[config.mk]
export PLATFORM = sky130hd
export DESIGN_NAME = pps_ping_pong_timer_sequencer
export DESIGN_NICKNAME = d
export VERILOG_FILES = /design/src/rtl/pps_ping_pong_timer_sequencer.v
export VERILOG_INCLUDE_DIRS = /design/src /design/src/pkg
export SDC_FILE = /design/constraint.sdc
export NUM_CORES = 1
export LEC_CHECK = 0
export BUFFER_PORTS_ARGS = -buffer_cell sky130_fd_sc_hd__buf_2
export CORE_MARGIN = 3
export CORE_UTILIZATION = 40
export DETAILED_ROUTE_END_ITERATION = 8
export PLACE_DENSITY_LB_ADDON = 0.12
export RECOVER_POWER = 50
export REMOVE_ABC_BUFFERS = 1
export SLEW_MARGIN = 5
export SYNTH_ARGS = -nofsm -noshare
export SYNTH_HDL_FRONTEND = slang
export SYNTH_SLANG_ARGS = --single-unit
export TNS_END_PERCENT = 20
[constraint.sdc]
create_clock -name mclk -period 2.05 [get_ports mclk]
set_input_delay 0.1025 -clock mclk [delete_from_list [all_inputs] [get_ports mclk]]
set_output_delay 0.1025 -clock mclk [all_outputs]
set_load 0.1 [all_outputs]
[src/pkg/pps_map.vh]
/*
  Constants for the ping-pong timer sequencer: control bit positions,
  field codes and reset values.
  Assumes inclusion by bare name from the design file.
*/
`ifndef PPS_MAP_VH
`define PPS_MAP_VH
`define PPS_EN_BIT       7
`define PPS_SP_BIT       6
`define PPS_TO_BIT       5
`define PPS_IE_BIT       1
`define PPS_PIN_BIT      0
`define PPS_COMB_EN_BIT  6
`define PPS_COMB_HI      5
`define PPS_COMB_LO      4
`define PPS_MODE_HI      3
`define PPS_MODE_LO      2
`define PPS_INIT8_BIT    1
`define PPS_INIT16_BIT   0
`define PPS_MODE_NORMAL  2'h0
`define PPS_MODE_PINGPONG 2'h1
`define PPS_MODE_FORCE0  2'h2
`define PPS_MODE_FORCE1  2'h3
`define PPS_COMB_AND     2'h0
`define PPS_COMB_OR      2'h1
`define PPS_COMB_NOR     2'h2
`define PPS_COMB_NAND    2'h3
`define PPS_CNT8_RST     8'h00
`define PPS_CNT16_RST    16'h0000
`endif

[src/rtl/pps_ping_pong_timer_sequencer.v]
/*
  Ping-pong timer sequencer: an 8-bit and a 16-bit down-counter in transmit
  mode that hand over to each other, with port 3 bit 4..6 output routing.
  Assumes control bits arrive as synchronous ports and that set/clear of
  enable and timeout bits come as one-cycle strobes from software.
*/
`timescale 1ns/100ps
`default_nettype none
`include "pps_map.vh"

// Contract
// Ping-pong needs transmit mode, both timers single-pass, mode field set.
// Setting either timer's enable starts the ping-pong sequence.
// Short timer enable sets output to init level, loads high or low reload.
// Short terminal count disables short timer and enables long timer.
// Long timer enable sets output to init level, loads sixteen-bit reload.
// Long terminal count stops it and re-enables short timer, repeating.
// Each terminal count requests an interrupt if that timer enables it.
// Writing mode code zero ends ping-pong handover.
// Software should stop timers and clear flags before enabling ping-pong.
// Software never programs an initial count of one.
// Re-enabling a timer reloads its counter, discarding partial counts.
// Hardware sets and clears enable bits alternately; software reads them.
// Timeout status sets at every terminal count.
// Short pin control routes short timer output to port 3 bit 4.
// Long pin control routes long timer output to port 3 bit 5.
// Combine enable drives port 3 bit 6 with selected output combination.
// Single-pass short timer stops at zero, toggles, flags, interrupts.
// Long timer toggles its output at zero in transmit.
// Four combine codes give AND, OR, NOR and NAND.
// Mode code one selects ping-pong; two and three force the long output.
module pps_ping_pong_timer_sequencer (
  // Clock and reset.
  input  wire        mclk,
  input  wire        sys_rst,
  // Short timer control.
  input  wire        short_enable_set,
  input  wire        short_enable_clr,
  input  wire        short_single_pass,
  input  wire        short_int_enable,
  input  wire        short_pin_enable,
  input  wire        short_timeout_clr,
  // Long timer control.
  input  wire        long_enable_set,
  input  wire        long_enable_clr,
  input  wire        long_single_pass,
  input  wire        long_int_enable,
  input  wire        long_pin_enable,
  input  wire        long_timeout_clr,
  // Shared timer mode control.
  input  wire [7:0]  shared_timer_mode_control,
  // Reload values.
  input  wire [7:0]  short_reload_high,
  input  wire [7:0]  short_reload_low,
  input  wire [7:0]  long_reload_high_byte,
  input  wire [7:0]  long_reload_low_byte,
  // Status.
  output reg         short_enabled_q,
  output reg         long_enabled_q,
  output reg         short_timeout_q,
  output reg         long_timeout_q,
  output reg         short_irq_q,
  output reg         long_irq_q,
  // Port pins.
  output reg         port3_bit4_pin,
  output reg         port3_bit4_oe,
  output reg         port3_bit5_pin,
  output reg         port3_bit5_oe,
  output reg         port3_bit6_pin,
  output reg         port3_bit6_oe
);

  reg  [7:0]  short_down_counter;
  reg  [15:0] long_down_counter;
  reg         short_timer_output;
  reg         long_out_raw;
  reg         short_run_q;
  reg         long_run_q;
  reg         comb;
  wire [1:0]  mode      = shared_timer_mode_control[`PPS_MODE_HI:`PPS_MODE_LO];
  wire [1:0]  comb_sel  = shared_timer_mode_control[`PPS_COMB_HI:`PPS_COMB_LO];
  wire        init8     = shared_timer_mode_control[`PPS_INIT8_BIT];
  wire        init16    = shared_timer_mode_control[`PPS_INIT16_BIT];
  wire        ping_pong = (mode == `PPS_MODE_PINGPONG) && short_single_pass
                          && long_single_pass;
  wire        short_tc  = short_run_q && (short_down_counter == 8'h01);
  wire        long_tc   = long_run_q && (long_down_counter == 16'h0001);
  wire        short_go  = short_enable_set || (ping_pong && long_tc);
  wire        long_go   = long_enable_set || (ping_pong && short_tc);
  wire        long_timer_output;

  // Forced codes override the long output whether running or not.
  assign long_timer_output = (mode == `PPS_MODE_FORCE0) ? 1'b0 :
                             (mode == `PPS_MODE_FORCE1) ? 1'b1 : long_out_raw;

  // Short timer: load on enable, count down, stop or reload at terminal count.
  always @(posedge mclk or posedge sys_rst)
  begin
    if (sys_rst)
    begin
      short_down_counter <= `PPS_CNT8_RST;
      short_timer_output <= 1'b1;
      short_run_q        <= 1'b0;
    end
    else if (short_go)
    begin
      short_timer_output <= init8;
      short_down_counter <= init8 ? short_reload_high : short_reload_low;
      short_run_q        <= 1'b1;
    end
    else if (short_enable_clr)
    begin
      short_run_q <= 1'b0;
    end
    else if (short_tc)
    begin
      short_timer_output <= ~short_timer_output;
      if (short_single_pass)
      begin
        short_run_q <= 1'b0;
      end
      else
      begin
        short_down_counter <= short_timer_output ? short_reload_low : short_reload_high;
      end
    end
    else if (short_run_q)
    begin
      short_down_counter <= short_down_counter - 8'h01;
    end
    else if (!short_run_q)
    begin
      short_timer_output <= ~init8;
    end
  end

  // Long timer: load concatenated reload on enable, toggle at terminal count.
  always @(posedge mclk or posedge sys_rst)
  begin
    if (sys_rst)
    begin
      long_down_counter <= `PPS_CNT16_RST;
      long_out_raw      <= 1'b1;
      long_run_q        <= 1'b0;
    end
    else if (long_go)
    begin
      long_out_raw      <= init16;
      long_down_counter <= {long_reload_high_byte, long_reload_low_byte};
      long_run_q        <= 1'b1;
    end
    else if (long_enable_clr)
    begin
      long_run_q <= 1'b0;
    end
    else if (long_tc)
    begin
      long_out_raw <= ~long_out_raw;
      if (long_single_pass)
      begin
        long_run_q <= 1'b0;
      end
      else
      begin
        long_down_counter <= {long_reload_high_byte, long_reload_low_byte};
      end
    end
    else if (long_run_q)
    begin
      long_down_counter <= long_down_counter - 16'h0001;
    end
    else
    begin
      long_out_raw <= ~init16;
    end
  end

  // Status flags: hardware set wins over software clear.
  always @(posedge mclk or posedge sys_rst)
  begin
    if (sys_rst)
    begin
      short_enabled_q <= 1'b0;
      long_enabled_q  <= 1'b0;
      short_timeout_q <= 1'b0;
      long_timeout_q  <= 1'b0;
      short_irq_q     <= 1'b0;
      long_irq_q      <= 1'b0;
    end
    else
    begin
      short_enabled_q <= short_go || (short_run_q && !short_enable_clr
                         && !(short_tc && short_single_pass));
      long_enabled_q  <= long_go || (long_run_q && !long_enable_clr
                         && !(long_tc && long_single_pass));
      short_timeout_q <= short_tc || (short_timeout_q && !short_timeout_clr);
      long_timeout_q  <= long_tc || (long_timeout_q && !long_timeout_clr);
      short_irq_q     <= short_tc && short_int_enable;
      long_irq_q      <= long_tc && long_int_enable;
    end
  end

  // Combination of both timer outputs for port 3 bit 6.
  always @*
  begin
    case (comb_sel)
      `PPS_COMB_AND:  comb = short_timer_output & long_timer_output;
      `PPS_COMB_OR:   comb = short_timer_output | long_timer_output;
      `PPS_COMB_NOR:  comb = ~(short_timer_output | long_timer_output);
      `PPS_COMB_NAND: comb = ~(short_timer_output & long_timer_output);
      default:        comb = 1'b0;
    endcase
  end

  // Registered pin routing.
  always @(posedge mclk or posedge sys_rst)
  begin
    if (sys_rst)
    begin
      port3_bit4_pin <= 1'b0;
      port3_bit4_oe  <= 1'b0;
      port3_bit5_pin <= 1'b0;
      port3_bit5_oe  <= 1'b0;
      port3_bit6_pin <= 1'b0;
      port3_bit6_oe  <= 1'b0;
    end
    else
    begin
      port3_bit4_pin <= short_timer_output;
      port3_bit4_oe  <= short_pin_enable;
      port3_bit5_pin <= long_timer_output;
      port3_bit5_oe  <= long_pin_enable;
      port3_bit6_pin <= comb;
      port3_bit6_oe  <= shared_timer_mode_control[`PPS_COMB_EN_BIT];
    end
  end

endmodule
`default_nettype wire

==> impl_metrics.yaml <==
route:
  first_pass_iters: 4
  ant_nets: 0
  dr_wl_met2_um: 3920
  wl_met3_um: 350
  post_drt_wl_per_cell_um: 16.3
  vias: 2654
  viasPerCell: 5.66
  routed_wl_um: 7660
  top_layer: "met4"
  wl_met1_um: 3310
  drtIter0Drc: 102
  drc: 0
cells_and_area:
  antenna_cells: 0
  drive_gt1_share_pct: 35.5
  final_nets: 449
  final_util_pct: 56.7
  largest-register: "long_down_counter"
  mostFrequentLayoutCells: "buf_2, dfrtp_1, buf_4"
  top_regs: "long_down_counter: 16 flops, short_down_counter: 8 flops"
  layout_commonest_cell: "buf_2"
  largest_reg_flops: 16
  final_cell_area_um2: 3620
  area_delta_synth_final_pct: 36.1
setup_path:
  crit_chain: "ha_1 -> nor4b_4 -> and4_4 -> a31oi_4 -> buf_4 -> nor2_1 -> a21o_1"
  crit_family: "compound AO/OA/AOI/OAI gates"
  cp_data_required_time_ns: 2.24
  ff2ff_setup_slack_ns: 0.07
  path_buf_inv: 1
  critPathMaxFanout: 17
  critPathSlowestCell: "a31oi_4"
  crit_path_max_incr_delay_ns: 0.49
  worstSetupStartpointType: "flop"
  critPathKind: "reg -> reg"
  critPathArrivalTime_ns: 2.17
  critPathCaptureType: "flop"
clock_network:
  htreeDepth: 2
  clockBufferDepth: 2
  clock_latency_ns: 0.30
  cts_tree: "built"
  path_clk_slew_ns: 0.09
  cts_sinks: 40
  root_buffer: "clkbuf_8"
  numCtsBuffers: 5
timing:
  setup_viol: 0
  rsz0062_at_grt: "true"
  finalCriticalPeriod_ns: 1.98
  worstMarginPinSlew_ns: 1.17
  setup_slack_ns: 0.0732
  period_share_pct: 96.4
  skew_ns: 0.00644
  timing.fmax_mhz: 506
  hold_viol: 0
  whs_ns: 0.00749
  final_max_slew_viol_count: 0
  slew-limit-headroom_pct: 22.0
global_routing:
  grt_max_degree: 20
  grt_remaining_overflow: 0
  grt_pass1_vias: 2567
  grt_util_all_layers_pct: 20.1
  grt_pass1_wl_um: 12200
  antenna_found_initial: 0
yosys:
  postSynthAreaPerCell_um2: 9.60
  yosys_warnings: 0
  synth.cell_area_um2: 2660
  synth_edf_count: 0
  ys_ff_latch: 40
  synth.top_cells.by_area: "dfrtp_1, nand2_1, a211oi_1, mux2i_1, a21oi_1"
  synth_top_area_share_pct: 35.8
  synth-async-reset-ratio_pct: 100
  ys.flop_type: "dfrtp_1"
  yosys.area.top_type: "dfrtp_1"
  syn_inst: 277
  ys_types: 69
  seq_area_frac_synth_pct: 37.7
floorplanning:
  die-height_um: 87.5
  rows: 29
  pin_count: 66
  dieArea_um2: 7660
  start_util_pct: 41.6
  core_um2: 6390
  die_x_um: 87.5
place:
  gp_congestion: 0.915
  port_buffers: 64
  dpl.hpwl_um: 5490
  dpl_cell_area_um2: 3300
  pre_cts_ws_ns: -0.0135
power:
  finalPower_mw: 2.29
  peakVddDrop_v: 0.000392
  p_leak_nw: 1.53
  p_per_area_nw_per_um2: 633
status:
  outcome: "finished, final reports clean"
job:
  maxCapViolCount: 0
hold_path:
  hold_path_class: "in -> reg"
-- cells in the mapped netlist (3+ instances only) --
| master | n |
|---|---|
| a221oi_1 | 4 |
| nor3_1 | 12 |
| nor2_1 | 15 |
| nand2_1 | 30 |
| a211oi_1 | 13 |
| nand3_1 | 6 |
| o22ai_1 | 4 |
| buf_2 | 4 |
| mux2i_1 | 9 |
| clkbuf_1 | 3 |
| a21oi_1 | 14 |
| o211ai_1 | 4 |
| nand2b_1 | 4 |
| mux2_2 | 4 |
| o31a_1 | 3 |
| o32ai_1 | 3 |
| ha_1 | 4 |
| nand4_1 | 3 |
| buf_6 | 4 |
| a211o_1 | 3 |
| nor2b_1 | 10 |
| inv_1 | 13 |
| a31oi_1 | 4 |
| dfrtp_1 | 38 |
| o21ai_0 | 9 |
-- metrics by stage --
stage | setup TNS [ns] | instances
2_1_floorplan | -1.30 | 265
3_3_place_gp | 0 | 447
3_5_place_dp | -0.0135 | 447
4_1_cts | -0.0170 | 467
5_1_grt | -0.0491 | 469
6_report | 0 | 469
-- repair_timing --
action,in CTS,in global routing
pin swaps,3,3
gates cloned,0,2
setup endpoints to repair,6,23
hold endpoints to repair,23,0
gates resized for setup,2,19
hold buffers,9,0
buffers inserted,3,0
-- cell type report --
type | instances | area, um^2
clock inverters | 3 | 46.3
clock buffers | 5 | 68.8
well taps | 77 | 96.3
inverters | 13 | 48.8
fillers | 606 | 2770
repair buffers | 117 | 739
multi-input cells | 214 | 1620
flip-flops and latches | 40 | 1000
-- layer usage --
| layer | vias to the layer above | global-route usage (%) |
|---|---|---|
| met3 | 8 | 3.10 |
| met4 | 0 | 4.88 |
| met2 | 71 | 36.2 |
| met5 | - | 0 |
| li1 | 1291 | - |
| met1 | 1284 | 25.1 |
-- worst reg2reg max path, cell delays in order, from the launching register on --
cell and delay, ns:
dfrtp_1 0.42, ha_1 0.22, nor4b_4 0.13, and4_4 0.21, a31oi_4 0.49, buf_4 0.22
nor2_1 0.04, a21o_1 0.14
-- final timing paths --
kind / start / to / cells after the start
setup reg to reg: long_down_counter[0] / short_down_counter[7] / 7
min in group asynchronous: sys_rst / port3_bit6_oe / 3
hold / removal: short_int_enable / short_irq_q / 2
setup / recovery: long_down_counter[0] / short_down_counter[7] / 7
max in group asynchronous: sys_rst / long_down_counter[9] / 4
hold reg to reg: long_timeout_q / long_timeout_q / 2
-- power breakdown --
part | switching, mW | internal [mW] | leakage, nW
clock | 0.315 | 0.367 | 0.0548
sequential | 0.0915 | 0.864 | 0.470
combinational | 0.375 | 0.279 | 1.00
total | 0.782 | 1.51 | 1.53
-- cell families (layout without fill, tap and decap cells) --
| group | Yosys count | count (layout) | synth area share [%] |
|---|---|---|---|
| AO/OA/AOI/OAI | 91 | 92 | 27.2 |
| buffers and inverters | 25 | 138 | 4.99 |
| XOR/XNOR | 1 | 1 | 0.329 |
| AND/OR/NAND/NOR | 103 | 104 | 22.8 |
| multiplexers | 13 | 13 | 5.08 |
| flip-flops | 40 | 40 | 37.7 |
| adder cells (fa/ha/maj) | 4 | 4 | 1.88 |
Note: power is estimated with default switching activity, not from simulation.
